$ cat src/rtl/ddr_guard_consts.svh
`ifndef DDR_GUARD_CONSTS_SVH
`define DDR_GUARD_CONSTS_SVH

`define SYS_PERIOD_NS 50
`define TCK_CYC 2
`define TCK_NS (`SYS_PERIOD_NS * `TCK_CYC)
`define NS_UP(t) (((t) + `SYS_PERIOD_NS - 1) / `SYS_PERIOD_NS)
`define TCK_UP(t) (((t) + `TCK_NS - 1) / `TCK_NS)

`define OPEN_TO_CLOSE_MIN_NS 40
`define SAME_BANK_ACTIVATE_GAP_NS 55
`define OPEN_TO_ACCESS_GAP_NS 15
`define CROSS_BANK_ACTIVATE_GAP_NS 12
`define WRITE_RECOVERY_GAP_NS 15
`define PRECHARGE_PERIOD_NS 15
`define REFRESH_CYCLE_NS 80
`define REFRESH_INTERVAL_NS 7800

`define MODE_SET_GAP_TCK 2
`define STATUS_REQUEST_TO_READ_GAP_TCK 2
`define READ_LATENCY_CYCLES 3
`define POWERDOWN_EXIT_GAP_TCK 1
`define WRITE_TO_READ_GAP_TCK 1
`define BURST_TCK 2

`define OPEN_TO_CLOSE_CYC `NS_UP(`OPEN_TO_CLOSE_MIN_NS)
`define SAME_BANK_ACTIVATE_CYC `NS_UP(`SAME_BANK_ACTIVATE_GAP_NS)
`define OPEN_TO_ACCESS_CYC `NS_UP(`OPEN_TO_ACCESS_GAP_NS)
`define CROSS_BANK_ACTIVATE_CYC `NS_UP(`CROSS_BANK_ACTIVATE_GAP_NS)
`define REFRESH_CYCLE_CYC `NS_UP(`REFRESH_CYCLE_NS)
`define REFRESH_INTERVAL_CYC (`REFRESH_INTERVAL_NS / `SYS_PERIOD_NS)
`define MODE_SET_GAP_CYC (`MODE_SET_GAP_TCK * `TCK_CYC)
`define STATUS_REQ_GAP_CYC (`STATUS_REQUEST_TO_READ_GAP_TCK * `TCK_CYC)
`define STATUS_READ_GAP_CYC ((`READ_LATENCY_CYCLES + 1) * `TCK_CYC)
`define POWERDOWN_EXIT_CYC (`POWERDOWN_EXIT_GAP_TCK * `TCK_CYC)
`define AUTOCLOSE_WRITE_GAP_TCK \
    (`TCK_UP(`WRITE_RECOVERY_GAP_NS) + `TCK_UP(`PRECHARGE_PERIOD_NS))
`define AUTOCLOSE_FROM_CMD_CYC \
    ((1 + `BURST_TCK + `AUTOCLOSE_WRITE_GAP_TCK) * `TCK_CYC)
`define WRITE_TO_READ_CYC \
    ((1 + `BURST_TCK + `WRITE_TO_READ_GAP_TCK) * `TCK_CYC)

`define STROBE_OE_FIRST 3
`define STROBE_OE_LAST 7
`define STROBE_END 8

`endif

$ cat src/rtl/ddr_guard_pkg.sv
package ddr_guard_pkg;
    typedef enum logic [3:0] {
        CMD_NOP,
        CMD_ACTIVATE,
        CMD_PRECHARGE,
        CMD_READ,
        CMD_WRITE,
        CMD_WRITE_AP,
        CMD_MODE_SET,
        CMD_STATUS_REQ,
        CMD_REFRESH,
        CMD_POWERDOWN_EXIT
    } cmd_t;
endpackage

$ cat src/rtl/ddr_command_timing_guard.sv
`timescale 1ns/1ps
`include "ddr_guard_consts.svh"

module ddr_command_timing_guard (
    input wire logic sys_clk,
    input wire logic rst_b,
    input wire logic req_valid,
    input wire ddr_guard_pkg::cmd_t req_cmd,
    input wire logic [1:0] req_bank,
    output logic req_taken,
    output logic ddr_clk,
    output ddr_guard_pkg::cmd_t ddr_cmd,
    output logic [1:0] ddr_bank,
    output logic dqs_out,
    output logic dqs_oe,
    output logic refresh_due
);

    function automatic logic [3:0] step_down(input logic [3:0] v,
                                             input logic ld,
                                             input logic [3:0] lv);
        return ld ? lv : ((v != 4'h0) ? v - 4'h1 : 4'h0);
    endfunction

    logic [3:0] act_cnt [0:3];
    logic [3:0] ras_cnt [0:3];
    logic [3:0] rcd_cnt [0:3];
    logic [3:0] rrd_cnt;
    logic [3:0] gap_cnt;
    logic [3:0] wtr_cnt;
    logic [3:0] stb;
    logic [7:0] ref_cnt;
    logic status_pend;

    wire logic is_act = req_cmd == ddr_guard_pkg::CMD_ACTIVATE;
    wire logic is_pre = req_cmd == ddr_guard_pkg::CMD_PRECHARGE;
    wire logic is_rd = req_cmd == ddr_guard_pkg::CMD_READ;
    wire logic is_wra = req_cmd == ddr_guard_pkg::CMD_WRITE_AP;
    wire logic is_wr = is_wra || req_cmd == ddr_guard_pkg::CMD_WRITE;
    wire logic is_mrs = req_cmd == ddr_guard_pkg::CMD_MODE_SET;
    wire logic is_srq = req_cmd == ddr_guard_pkg::CMD_STATUS_REQ;
    wire logic is_ref = req_cmd == ddr_guard_pkg::CMD_REFRESH;
    wire logic is_pdx = req_cmd == ddr_guard_pkg::CMD_POWERDOWN_EXIT;

    logic [3:0] act_ok;
    logic [3:0] pre_ok;
    logic [3:0] acc_ok;

    // commands only leave while the link clock is high, so they change
    // on its falling edge and stand still across the sampling rise
    wire logic slot = ddr_clk;
    wire logic bank_rule_ok =
        (is_act && act_ok[req_bank] && rrd_cnt == 4'h0) ||
        (is_pre && pre_ok[req_bank]) ||
        (is_rd && acc_ok[req_bank] && wtr_cnt == 4'h0 &&
         stb == 4'h0) ||
        (is_wr && acc_ok[req_bank] && stb == 4'h0) ||
        !(is_act || is_pre || is_rd || is_wr);
    // refresh backlog lets through only what leads toward a refresh
    wire logic due_ok = !refresh_due || is_pre || is_ref || is_pdx;
    wire logic status_ok = !status_pend || is_rd;
    wire logic issue = slot && req_valid && gap_cnt == 4'h0 &&
        bank_rule_ok && due_ok && status_ok;

    wire logic [3:0] gap_load =
        is_mrs ? 4'(`MODE_SET_GAP_CYC) :
        is_srq ? 4'(`STATUS_REQ_GAP_CYC) :
        (is_rd && status_pend) ? 4'(`STATUS_READ_GAP_CYC) :
        is_ref ? 4'(`REFRESH_CYCLE_CYC) :
        is_pdx ? 4'(`POWERDOWN_EXIT_CYC) : 4'h0;

    wire logic [3:0] next_stb = (issue && is_wr) ? 4'h1 :
        (stb != 4'h0 && stb != 4'(`STROBE_END)) ? stb + 4'h1 : 4'h0;
    wire logic next_dqs_oe = next_stb >= 4'(`STROBE_OE_FIRST) &&
        next_stb <= 4'(`STROBE_OE_LAST);
    wire logic next_dqs_out = next_dqs_oe && !next_stb[0];
    wire logic ref_wrap = ref_cnt == 8'(`REFRESH_INTERVAL_CYC - 1);

    genvar b;
    generate
        for (b = 0; b < 4; b++) begin : g_bank
            wire logic hit = issue && req_bank == 2'(b);
            assign act_ok[b] = act_cnt[b] == 4'h0;
            assign pre_ok[b] = ras_cnt[b] == 4'h0;
            assign acc_ok[b] = rcd_cnt[b] == 4'h0;
            always_ff @(posedge sys_clk or negedge rst_b) begin
                if (!rst_b) begin
                    act_cnt[b] <= 4'h0;
                    ras_cnt[b] <= 4'h0;
                    rcd_cnt[b] <= 4'h0;
                end else begin
                    act_cnt[b] <= step_down(act_cnt[b], hit && (is_act ||
                        is_wra), is_act ? 4'(`SAME_BANK_ACTIVATE_CYC) :
                        4'(`AUTOCLOSE_FROM_CMD_CYC));
                    ras_cnt[b] <= step_down(ras_cnt[b], hit && is_act,
                        4'(`OPEN_TO_CLOSE_CYC));
                    rcd_cnt[b] <= step_down(rcd_cnt[b], hit && is_act,
                        4'(`OPEN_TO_ACCESS_CYC));
                end
            end

        end
    endgenerate

    always_ff @(posedge sys_clk or negedge rst_b) begin
        if (!rst_b) begin
            ddr_clk <= 1'b0;
            ddr_cmd <= ddr_guard_pkg::CMD_NOP;
            ddr_bank <= 2'h0;
            req_taken <= 1'b0;
        end else begin
            ddr_clk <= !ddr_clk;
            req_taken <= issue;
            if (slot) begin
                ddr_cmd <= issue ? req_cmd : ddr_guard_pkg::CMD_NOP;
                ddr_bank <= issue ? req_bank : ddr_bank;
            end
        end
    end

    always_ff @(posedge sys_clk or negedge rst_b) begin
        if (!rst_b) begin
            rrd_cnt <= 4'h0;
            gap_cnt <= 4'h0;
            wtr_cnt <= 4'h0;
            status_pend <= 1'b0;
        end else begin
            rrd_cnt <= step_down(rrd_cnt, issue && is_act,
                4'(`CROSS_BANK_ACTIVATE_CYC));
            gap_cnt <= step_down(gap_cnt, issue, gap_load);
            wtr_cnt <= step_down(wtr_cnt, issue && is_wr,
                4'(`WRITE_TO_READ_CYC));
            status_pend <= (issue && is_srq) ||
                (status_pend && !(issue && is_rd));
        end
    end

    always_ff @(posedge sys_clk or negedge rst_b) begin
        if (!rst_b) begin
            stb <= 4'h0;
            dqs_oe <= 1'b0;
            dqs_out <= 1'b0;
        end else begin
            stb <= next_stb;
            dqs_oe <= next_dqs_oe;
            dqs_out <= next_dqs_out;
        end
    end

    // a refresh issued in the wrap cycle still leaves the flag set
    always_ff @(posedge sys_clk or negedge rst_b) begin
        if (!rst_b) begin
            ref_cnt <= 8'h00;
            refresh_due <= 1'b0;
        end else begin
            ref_cnt <= ref_wrap ? 8'h00 : ref_cnt + 8'h01;
            refresh_due <= ref_wrap ||
                (refresh_due && !(issue && is_ref));
        end
    end

    wire logic wr_taken = req_taken &&
        (ddr_cmd == ddr_guard_pkg::CMD_WRITE ||
         ddr_cmd == ddr_guard_pkg::CMD_WRITE_AP);
endmodule

$ cat config.mk
export PLATFORM = sky130hd
export DESIGN_NAME = ddr_command_timing_guard
export DESIGN_NICKNAME = d
export VERILOG_FILES = /design/src/rtl/ddr_guard_pkg.sv /design/src/rtl/ddr_command_timing_guard.sv
export VERILOG_INCLUDE_DIRS = /design/src /design/src/rtl
export SDC_FILE = /design/constraint.sdc
export NUM_CORES = 1
export LEC_CHECK = 0
export ABC_CLOCK_PERIOD_IN_PS = 5450
export BUFFER_PORTS_ARGS = -buffer_cell sky130_fd_sc_hd__buf_2
export CAP_MARGIN = 20
export CORE_ASPECT_RATIO = 0.9
export CORE_MARGIN = 5
export CORE_UTILIZATION = 65
export DETAILED_ROUTE_END_ITERATION = 10
export PLACE_DENSITY = 0.9
export SYNTH_ARGS = -nofsm -noshare
export SYNTH_HDL_FRONTEND = slang
export SYNTH_SLANG_ARGS = --single-unit
$ cat constraint.sdc
create_clock -name sys_clk -period 5.45 [get_ports sys_clk]
set_input_delay 0.545 -clock sys_clk [delete_from_list [all_inputs] [get_ports sys_clk]]
set_output_delay 0.545 -clock sys_clk [all_outputs]
set_load 0.05 [all_outputs]
==> flow_summary.yaml, run 1 <==
placed_design:
  dp_hpwl_microns: 5210
  io_buffers: 19
  dp_slack_ns: 2.26
  place.gp.congestion: 0.786
worst_setup_path:
  cp-start-kind: "flip-flop"
  worst_setup_path_end_kind: "flip-flop"
  crit_required_ns: 5.70
  path_class: "reg2reg"
  crit_arrival_ns: 3.49
  path_max_fanout: 21
clock_network:
  root_buffer: "clkbuf_8"
  tritoncts: "built"
  postCtsSetupRepairBufs: 0
  numCtsBuffers: 9
  clock-sinks: 84
  cts_resized: 0
  path_clk_slew_ns: 0.09
  ctsLongestPathBuffers: 2
  htree_levels: 3
  clk_latency_ns: 0.36
  holdBufCountCts: 0
grt:
  grt_usage_pct: 20.4
  gr-total-overflow: 0
  grt_pass1_vias: 2804
  antenna_found_initial: 0
  grt_start_max_net_pins: 85
  grt_pass1_wl_microns: 12600
detailed_routing:
  vias: 2866
  drtIter0Drc: 122
  routed_wl_microns: 7330
  drt_first_pass_iters: 4
  drc: 0
  wl_per_cell_microns: 15.2
  viasPerCell: 5.93
  final_antenna_net_count: 0
sta:
  hold_ws_ns: 0.124
  rsz0062_at_grt: "no"
  tightest_slew_ns: 0.886
  final-max-slew-violation-count: 0
  finalCriticalPeriod_ns: 3.24
  finalHoldViolations: 0
  slew_headroom_pct: 40.8
  max_freq_ghz: 0.309
  fin_ws_ns: 2.21
  fin_crit_sh_pct: 59.5
  setup_tns_ns: 0
  clock_skew_ns: 0.00693
  setup_viol: 0
pwr:
  powerDensity_mw_per_mm2: 477
  p_leak_uw: 0.00205
  peakVddDrop_uv: 356
  finalPower_uw: 2070
cells_and_area:
  fin_nets: 431
  area_delta_synth_final_pct: 8.90
  mostFrequentLayoutCell: "dfrtp_1"
  drive_above_1_share_pct: 11.7
  final_cell_mix: "dfrtp_1 (84), nor3_1 (35), nor2_1 (30)"
  antenna_cells: 0
  fin_util_pct: 71.6
logic_synthesis:
  ys_seq_area_share_pct: 52.8
  synth.top_cell.area_share_pct: 52.8
  synth_top_area_cell: "dfrtp_1"
  synth_edf_count: 0
  netlist_area_sq_mm: 0.00398
  synthArstFlopShare_pct: 100
  synth_nets: 410
  syn_inst: 385
  ys_seq_elements: 84
  yosysUniqueCellTypes: 48
  syn_area_per_cell_sq_um: 10.3
  yosys_warnings: 0
  synth.area.top_cells: "dfrtp_1 (53%), ha_1 (5.0%), nor3_1 (4.4%)"
  yosys_most_used_dff: "dfrtp_1"
floorplan:
  num_rows: 27
  io_pins: 20
  die_h_microns: 84.2
  die_x_microns: 92.5
  coreArea_sq_mm: 0.00605
  start_util_pct: 65.8
  die-area_sq_mm: 0.00779
job:
  cap_violations: 0
run_status:
  status: "completed"
worst_hold_path:
  min-delay-path-class: "in2async"
[metal layers]
layer / global-route usage, % / part of all wire (%) / up-vias
li1: - / - / 1413
met1: 26.1 / 43 / 1395
met2: 33.5 / 51 / 47
met3: 5.47 / 5.0 / 11
met4: 7.15 / 1.4 / 0
met5: 0 / 0 / -
[cells by family (layout without fill, tap and decap cells)]
| kind of cell | count (synthesis) | in the layout | share of synthesized area (%) |
|---|---|---|---|
| AO/OA/AOI/OAI | 67 | 67 | 10.5 |
| XOR/XNOR | 7 | 7 | 1.54 |
| adder cells (fa/ha/maj) | 16 | 16 | 5.03 |
| buffers and inverters | 39 | 65 | 4.25 |
| flip-flops | 84 | 84 | 52.8 |
| multiplexers | 11 | 11 | 2.99 |
| AND/OR/NAND/NOR | 161 | 161 | 22.8 |
[layout make-up]
type | instances | area, sq um
clock buffers | 9 | 124
clock inverters | 7 | 75.1
fillers | 394 | 1720
inverters | 29 | 109
multi-input cells | 262 | 1710
flip-flops and latches | 84 | 2100
well taps | 72 | 90.1
repair buffers | 20 | 125
[sequential cells by signal, summed over array words and instances (netlist names)]
name         count
dqs_out          1
ras_cnt         16
rcd_cnt         16
ddr_bank         2
rrd_cnt          4
stb              4
wtr_cnt          4
status_pend      1
gap_cnt          4
ddr_cmd          4
act_cnt         16
ref_cnt          8
dqs_oe           1
refresh_due      1
req_taken        1
ddr_clk          1
[worst max-delay path, stage by stage, from the launching register on]
cell and delay, ns:
dfrtp_1 0.40, inv_1 0.09, ha_1 0.20, nor3b_1 0.44, o22ai_1 0.20, or3_1 0.35
a31oi_2 0.74, and3_1 0.36, mux2_2 0.35
[synth_stat cells, drive strengths merged (7+ instances only)]
cell type	count
nor3	35
and3	9
buf	8
inv	29
a21oi	25
dfrtp	84
nor2b	8
ha	16
o22ai	11
nand2	16
o21ai	13
nand2b	11
nor2	30
mux2	7
nor3b	12
or3	12
[path summary, 6_finish.rpt]
| kind | endpoint | depth (start not counted) | slack (ns) | from |
|---|---|---|---|---|
| min | ras_cnt[14]$_DFF_PN0_ | 1 | 0.12 | rst_b |
| max in group asynchronous | refresh_due$_DFF_PN0_ | 2 | 4.72 | rst_b |
| min in group sys_clk | wtr_cnt[0]$_DFF_PN0_ | 1 | 0.46 | wtr_cnt[0]$_DFF_PN0_ |
| max reg2reg | act_cnt[7]$_DFF_PN0_ | 8 | 2.21 | rcd_cnt[8]$_DFF_PN0_ |
| max | act_cnt[7]$_DFF_PN0_ | 8 | 2.21 | rcd_cnt[8]$_DFF_PN0_ |
| min reg2reg | wtr_cnt[0]$_DFF_PN0_ | 1 | 0.46 | wtr_cnt[0]$_DFF_PN0_ |
[through the flow]
stage	std cells	area, sq um
3_3_place_gp	466	4110
2_1_floorplan	385	3980
4_1_cts	482	4300
3_5_place_dp	466	4110
5_1_grt	483	4330
6_report	483	4330
[power breakdown]
| part | switching [uW] | leakage, uW | total, uW | internal, uW |
|---|---|---|---|---|
| Clock | 229 | 0.0000923 | 443 | 214 |
| Combinational | 376 | 0.000888 | 682 | 306 |
| Sequential | 139 | 0.00107 | 941 | 802 |
| Total | 744 | 0.00205 | 2070 | 1320 |
Power figures use the tool's default switching activity.
==> run 2, diff against run 1 <==
- ABC_CLOCK_PERIOD_IN_PS: 5450 -> 2900
- CORE_UTILIZATION: 65 -> 55
- PLACE_DENSITY: 0.9 -> 0.82
- clock period: 5.45 -> 2.9 ns (I/O delays scaled with it)
==> run 2 against run 1 <==
  * Clock power is 85% higher
  * Sequential share of layout area decreased by 0.57 points
  * Via count grew 0.91%
  * Combinational power is 88% higher
  * Final cell count grew 5.2%
  * Sequential cell count did not move
  * Largest cell class unchanged
  * Clock-buffer cell count rose by 2
  * Highest routed layer unchanged
==> flow_summary.yaml, run 2 (same netlist as run 1, synthesis figures left out) <==
placed_design:
  io_buffers: 19
  place.gp.congestion: 0.792
  placed_area_sq_mm: 0.00416
  placedCellCount: 491
  dp_hpwl_microns: 5180
run_status:
  status: "completed"
sta:
  clock_skew_ns: 0.00750
  final-max-slew-violation-count: 0
  slew_headroom_pct: 65.0
  fin_crit_sh_pct: 91.7
  tightest_slew_ns: 0.525
  rsz0062_at_grt: "no"
  finalHoldViolations: 0
  finalCriticalPeriod_ns: 2.66
  max_freq_ghz: 0.376
  hold_ws_ns: 0.294
  setup_viol: 0
  setup_tns_ns: 0
clock_network:
  ctsLongestPathBuffers: 2
  clock-sinks: 84
  htree_levels: 3
  tritoncts: "built"
  path_clk_slew_ns: 0.08
  postCtsSetupRepairBufs: 0
  root_buffer: "clkbuf_8"
  numCtsBuffers: 9
  clk_latency_ns: 0.35
cells_and_area:
  drive_above_1_share_pct: 12.0
  area_delta_synth_final_pct: 10.2
  final_cell_mix: "dfrtp_1 (84), nor3_1 (35), nor2_1 (30)"
  fin_nets: 436
  fin_util_pct: 62.3
  nFillCells: 575
  antenna_cells: 0
  design_area_sq_mm: 0.00438
  mostFrequentLayoutCell: "dfrtp_1"
  stdcell_count: 508
  top_regs: "act_cnt x16, ras_cnt x16, rcd_cnt x16"
floorplan:
  die_x_microns: 99.6
  die_h_microns: 90.7
  die-area_sq_mm: 0.00903
  num_rows: 29
  io_pins: 20
  start_util_pct: 56.5
  coreArea_sq_mm: 0.00704
pwr:
  p_leak_uw: 0.00207
  p_int_uw: 2510
  p_switching_uw: 1360
  clockPowerShare_pct: 21.2
  p_sw_share_pct: 35.2
  seqPwrFrac_pct: 45.7
  powerDensity_mw_per_mm2: 882
  peakVddDrop_uv: 736
  pwr-share-comb_pct: 33.2
grt:
  grt_pass1_vias: 2865
  gr-total-overflow: 0
  antenna_found_initial: 0
  grt_start_max_net_pins: 85
  grt_pass1_wl_microns: 12500
  grt_usage_pct: 17.3
detailed_routing:
  wl_per_cell_microns: 14.1
  vias: 2892
  drt_first_pass_iters: 5
  routed_wl_microns: 7170
  drtIter0Drc: 153
  viasPerCell: 5.69
  final_antenna_net_count: 0
  drc: 0
job:
  cap_violations: 0
worst_setup_path:
  worst_setup_path_end_kind: "flip-flop"
  path_max_fanout: 10
  path_buf_inv: 2
  worstRegToRegCells: 9
  critPathSlowestCell: "dfrtp_1"
  cp_top_family: "simple AND/OR/NAND/NOR gates"
  path_class: "reg2reg"
  crit_required_ns: 3.14
  cp.depth: 9
  worstPathCellList: "inv_1, ha_1, nor3b_1, o221ai_1, or3_1, a31oi_2, buf_4, nand4_1, mux2_1"
  crit_arrival_ns: 2.90
  cp-start-kind: "flip-flop"
  max_stage_delay_ns: 0.41
worst_hold_path:
  min-delay-path-class: "in2reg"
  hold_depth: 2
[run 2: cell count changes in the layout (fill, tap and decap cells not counted), sizes merged]
cell	delta
buf	+4
clkbuf	+2
clkinvlp	-1
dlygate4sd3	+1
inv	-2
[run 2: stage by stage]
step           setup slack [ns]  total power (uW)
3_5_place_dp              0.210              3080
2_1_floorplan             0.502              2750
6_report                  0.242              3870
3_3_place_gp              0.323              2970
4_1_cts                   0.182              3900
5_1_grt                 0.00803              4180
[run 2: routing by layer]
metal	part of all wire [%]	vias up	global-route usage (%)
met3	4.1	10	5.41
met5	0	-	0
met2	49	45	28.0
met4	1.6	0	5.23
met1	45	1418	22.3
li1	-	1419	-
[run 2: path summary, 6_finish.rpt]
check                                      startpoint                      to  slack, ns
worst max-delay path            rcd_cnt[12]$_DFF_PN0_   status_pend$_DFF_PN0_       0.24
worst min-delay path                       req_cmd[0]  ddr_cmd[0]$_DFFE_PN0P_       0.29
worst max register to register  rcd_cnt[12]$_DFF_PN0_   status_pend$_DFF_PN0_       0.24
worst min register to register   wtr_cnt[0]$_DFF_PN0_    wtr_cnt[0]$_DFF_PN0_       0.46
max in group asynchronous                       rst_b    gap_cnt[1]$_DFF_PN0_       1.86
min in group asynchronous                       rst_b   rcd_cnt[11]$_DFF_PN0_       0.45
[run 2: power by group through the flow]
stage	Clock, uW	Sequential, uW	Combinational, uW
floorplan	0	1830	921
global placement	0	1760	1210
detailed placement	0	1780	1290
CTS	837	1760	1300
global route	905	1810	1470
finish	818	1770	1280
[run 2: repair_timing]
item | 4_1_cts | 5_1_grt
gates resized for setup | 0 | 0
endpoints found under the hold margin | 0 | 42
hold buffers | 0 | 1
setup endpoints to repair | 0 | 0
[run 2: area by class of cell]
type                       count  area [sq um]  area share, %
clock inverter                 4          50.0           1.14
sequential                    84          2100           48.0
inverter                      29           109           2.48
multi-input combinational    262          1710           38.9
clock buffer                  11           141           3.23
tap                           93           116           2.65
timing repair buffer          25           158           3.60
==> run 3, diff against run 2 <==
- CORE_MARGIN: 5 -> unset
==> run 3 against run 2 <==
  * Critical path depth grew 1
  * Sequential power barely moved
  * Clock skew up 0.0083 ns
  * Critical endpoint is now rcd_cnt[3]$_DFF_PN0_
  * Clock power increased by 2%
  * Utilization grew 0.71 points
  * Setup slack worse by 0.022 ns
  * Sequential share of layout area down 0.54 points
  * Power is 1.5% higher
  * Hold slack gained 0.0012 ns
  * Clock-buffer cell count down 1
==> flow_summary.yaml, run 3 (same netlist as run 1, synthesis figures left out) <==
run_status:
  status: "completed"
placed_design:
  placedCellCount: 494
  dp_hpwl_microns: 5380
  io_buffers: 19
  place.gp.congestion: 0.811
grt:
  antenna_found_initial: 0
  grt_pass1_vias: 2867
  gr-total-overflow: 0
  use_met3_pct: 6.04
  met1_usage_pct: 26.8
  met2_usage_pct: 39.2
  grt_start_max_net_pins: 85
  grt_pass1_wl_microns: 13000
  busiest_layer: "met2"
  grt_usage_pct: 22.3
floorplan:
  num_rows: 29
  die-area_sq_mm: 0.00758
  io_pins: 20
  die_h_microns: 82.7
  coreArea_sq_mm: 0.00704
  die_x_microns: 91.6
  start_util_pct: 56.5
worst_setup_path:
  crit_top_cell: "buf_4"
  crit_start: "rcd_cnt[4]$_DFF_PN0_"
  path_class: "reg2reg"
  path_buf_inv: 3
  critPathSlowestCell: "dfrtp_1"
  rr_startpoint: "rcd_cnt[4]$_DFF_PN0_"
  worstPathCellList: "inv_1, ha_1, nor3b_1, buf_4, o221ai_1, or3_1, a31oi_2, buf_4, and3_1, nor2_1"
  path_max_fanout: 8
  cp-start-kind: "flip-flop"
  cp.depth: 10
  crit_arrival_ns: 2.91
  cp_top_family: "simple AND/OR/NAND/NOR gates"
  max_stage_delay_ns: 0.40
  worstRegToRegCells: 10
  crit_required_ns: 3.13
  worst_setup_path_end_kind: "flip-flop"
detailed_routing:
  drc: 0
  drt_first_pass_iters: 4
  routed_wl_microns: 7570
  drtIter0Drc: 161
  final_antenna_net_count: 0
  vias: 2928
  wl_per_cell_microns: 14.8
  viasPerCell: 5.72
sta:
  tightest_slew_ns: 0.571
  final-max-slew-violation-count: 0
  setup_tns_ns: 0
  rsz0062_at_grt: "no"
  setup_viol: 0
  slew_headroom_pct: 61.9
  max_freq_ghz: 0.373
  clock_skew_ns: 0.0158
  fin_crit_sh_pct: 92.4
  finalCriticalPeriod_ns: 2.68
  finalHoldViolations: 0
cells_and_area:
  top_regs: "act_cnt x16, ras_cnt x16, rcd_cnt x16"
  regArea_sq_mm: 0.00210
  final_cell_mix: "dfrtp_1 (84), nor3_1 (35), nor2_1 (30)"
  area_delta_synth_final_pct: 11.5
  multi_input_area_sq_mm: 0.00172
  antenna_cells: 0
  drive_above_1_share_pct: 13.4
  mostFrequentLayoutCell: "dfrtp_1"
  stdcell_count: 512
  nFillCells: 576
  fin_nets: 439
worst_hold_path:
  hold_depth: 2
  hold_start: "req_bank[0]"
  min-delay-path-class: "in2reg"
clock_network:
  htree_levels: 3
  ctsLongestPathBuffers: 2
  root_buffer: "clkbuf_8"
  path_clk_slew_ns: 0.08
  clock-sinks: 84
  numCtsBuffers: 9
  tritoncts: "built"
  clk_latency_ns: 0.36
pwr:
  peakVddDrop_uv: 790
  powerDensity_mw_per_mm2: 885
  p_leak_uw: 0.00211
job:
  cap_violations: 0
-- run 3: where the power goes --
part           switching [uW]  total [uW]  internal [uW]
Clock                     430         837            407
Sequential                265        1770           1510
Combinational             717        1310            597
Total                    1410        3920           2510
-- run 3: routing by layer --
metal,part of all wire [%],wire length (microns)
met5,0,0
met1,44,3320
met4,1.5,116
met2,51,3840
met3,3.8,291
-- run 3: metrics by stage --
stage               instance area, sq um  hold slack, ns  power, uW  utilization [%]  worst slack [ns]
floorplan                           3980        -0.00559       2750                -             0.502
global route                        4430           0.305       4220             63.0            0.0557
finish                              4430           0.296       3920             63.0             0.220
CTS                                 4390           0.146       3930             62.3             0.232
detailed placement                  4180           0.465       3090             59.4             0.217
global placement                    4180           0.444       2990             59.4             0.262
-- run 3: worst register-to-register path, delay by kind of cell, from the launching register on --
kind            cells  cell delay (ns)
compound gates      2             0.47
fa+ha+maj           1             0.20
buf+inv             3             0.46
flops               1             0.40
simple gates        4             1.02
-- run 3: layout make-up --
cell class	count	share of cell area, %
Tap cell	93	2.62
Clock buffer	10	2.88
Inverter	29	2.46
Sequential cell	84	47.4
Multi-Input combinational cell	262	38.7
Timing Repair Buffer	28	4.23
Clock inverter	6	1.67
-- run 3: repair_timing --
action                                  4_1_cts  5_1_grt
endpoints found under the hold margin         0       30
buffers inserted                              0        0
endpoints found under the setup margin        0        1
hold buffers                                  0        1
gates resized for setup                       0        2
-- run 3: final timing paths --
| check | to | slack, ns |
|---|---|---|
| worst max-delay path | rcd_cnt[3]$_DFF_PN0_ | 0.22 |
| worst min-delay path | ddr_bank[0]$_DFFE_PN0P_ | 0.30 |
| worst max register to register | rcd_cnt[3]$_DFF_PN0_ | 0.22 |
| worst min register to register | ref_cnt[0]$_DFF_PN0_ | 0.47 |
| max in group asynchronous | act_cnt[0]$_DFF_PN0_ | 1.89 |
| min in group asynchronous | ras_cnt[2]$_DFF_PN0_ | 0.40 |
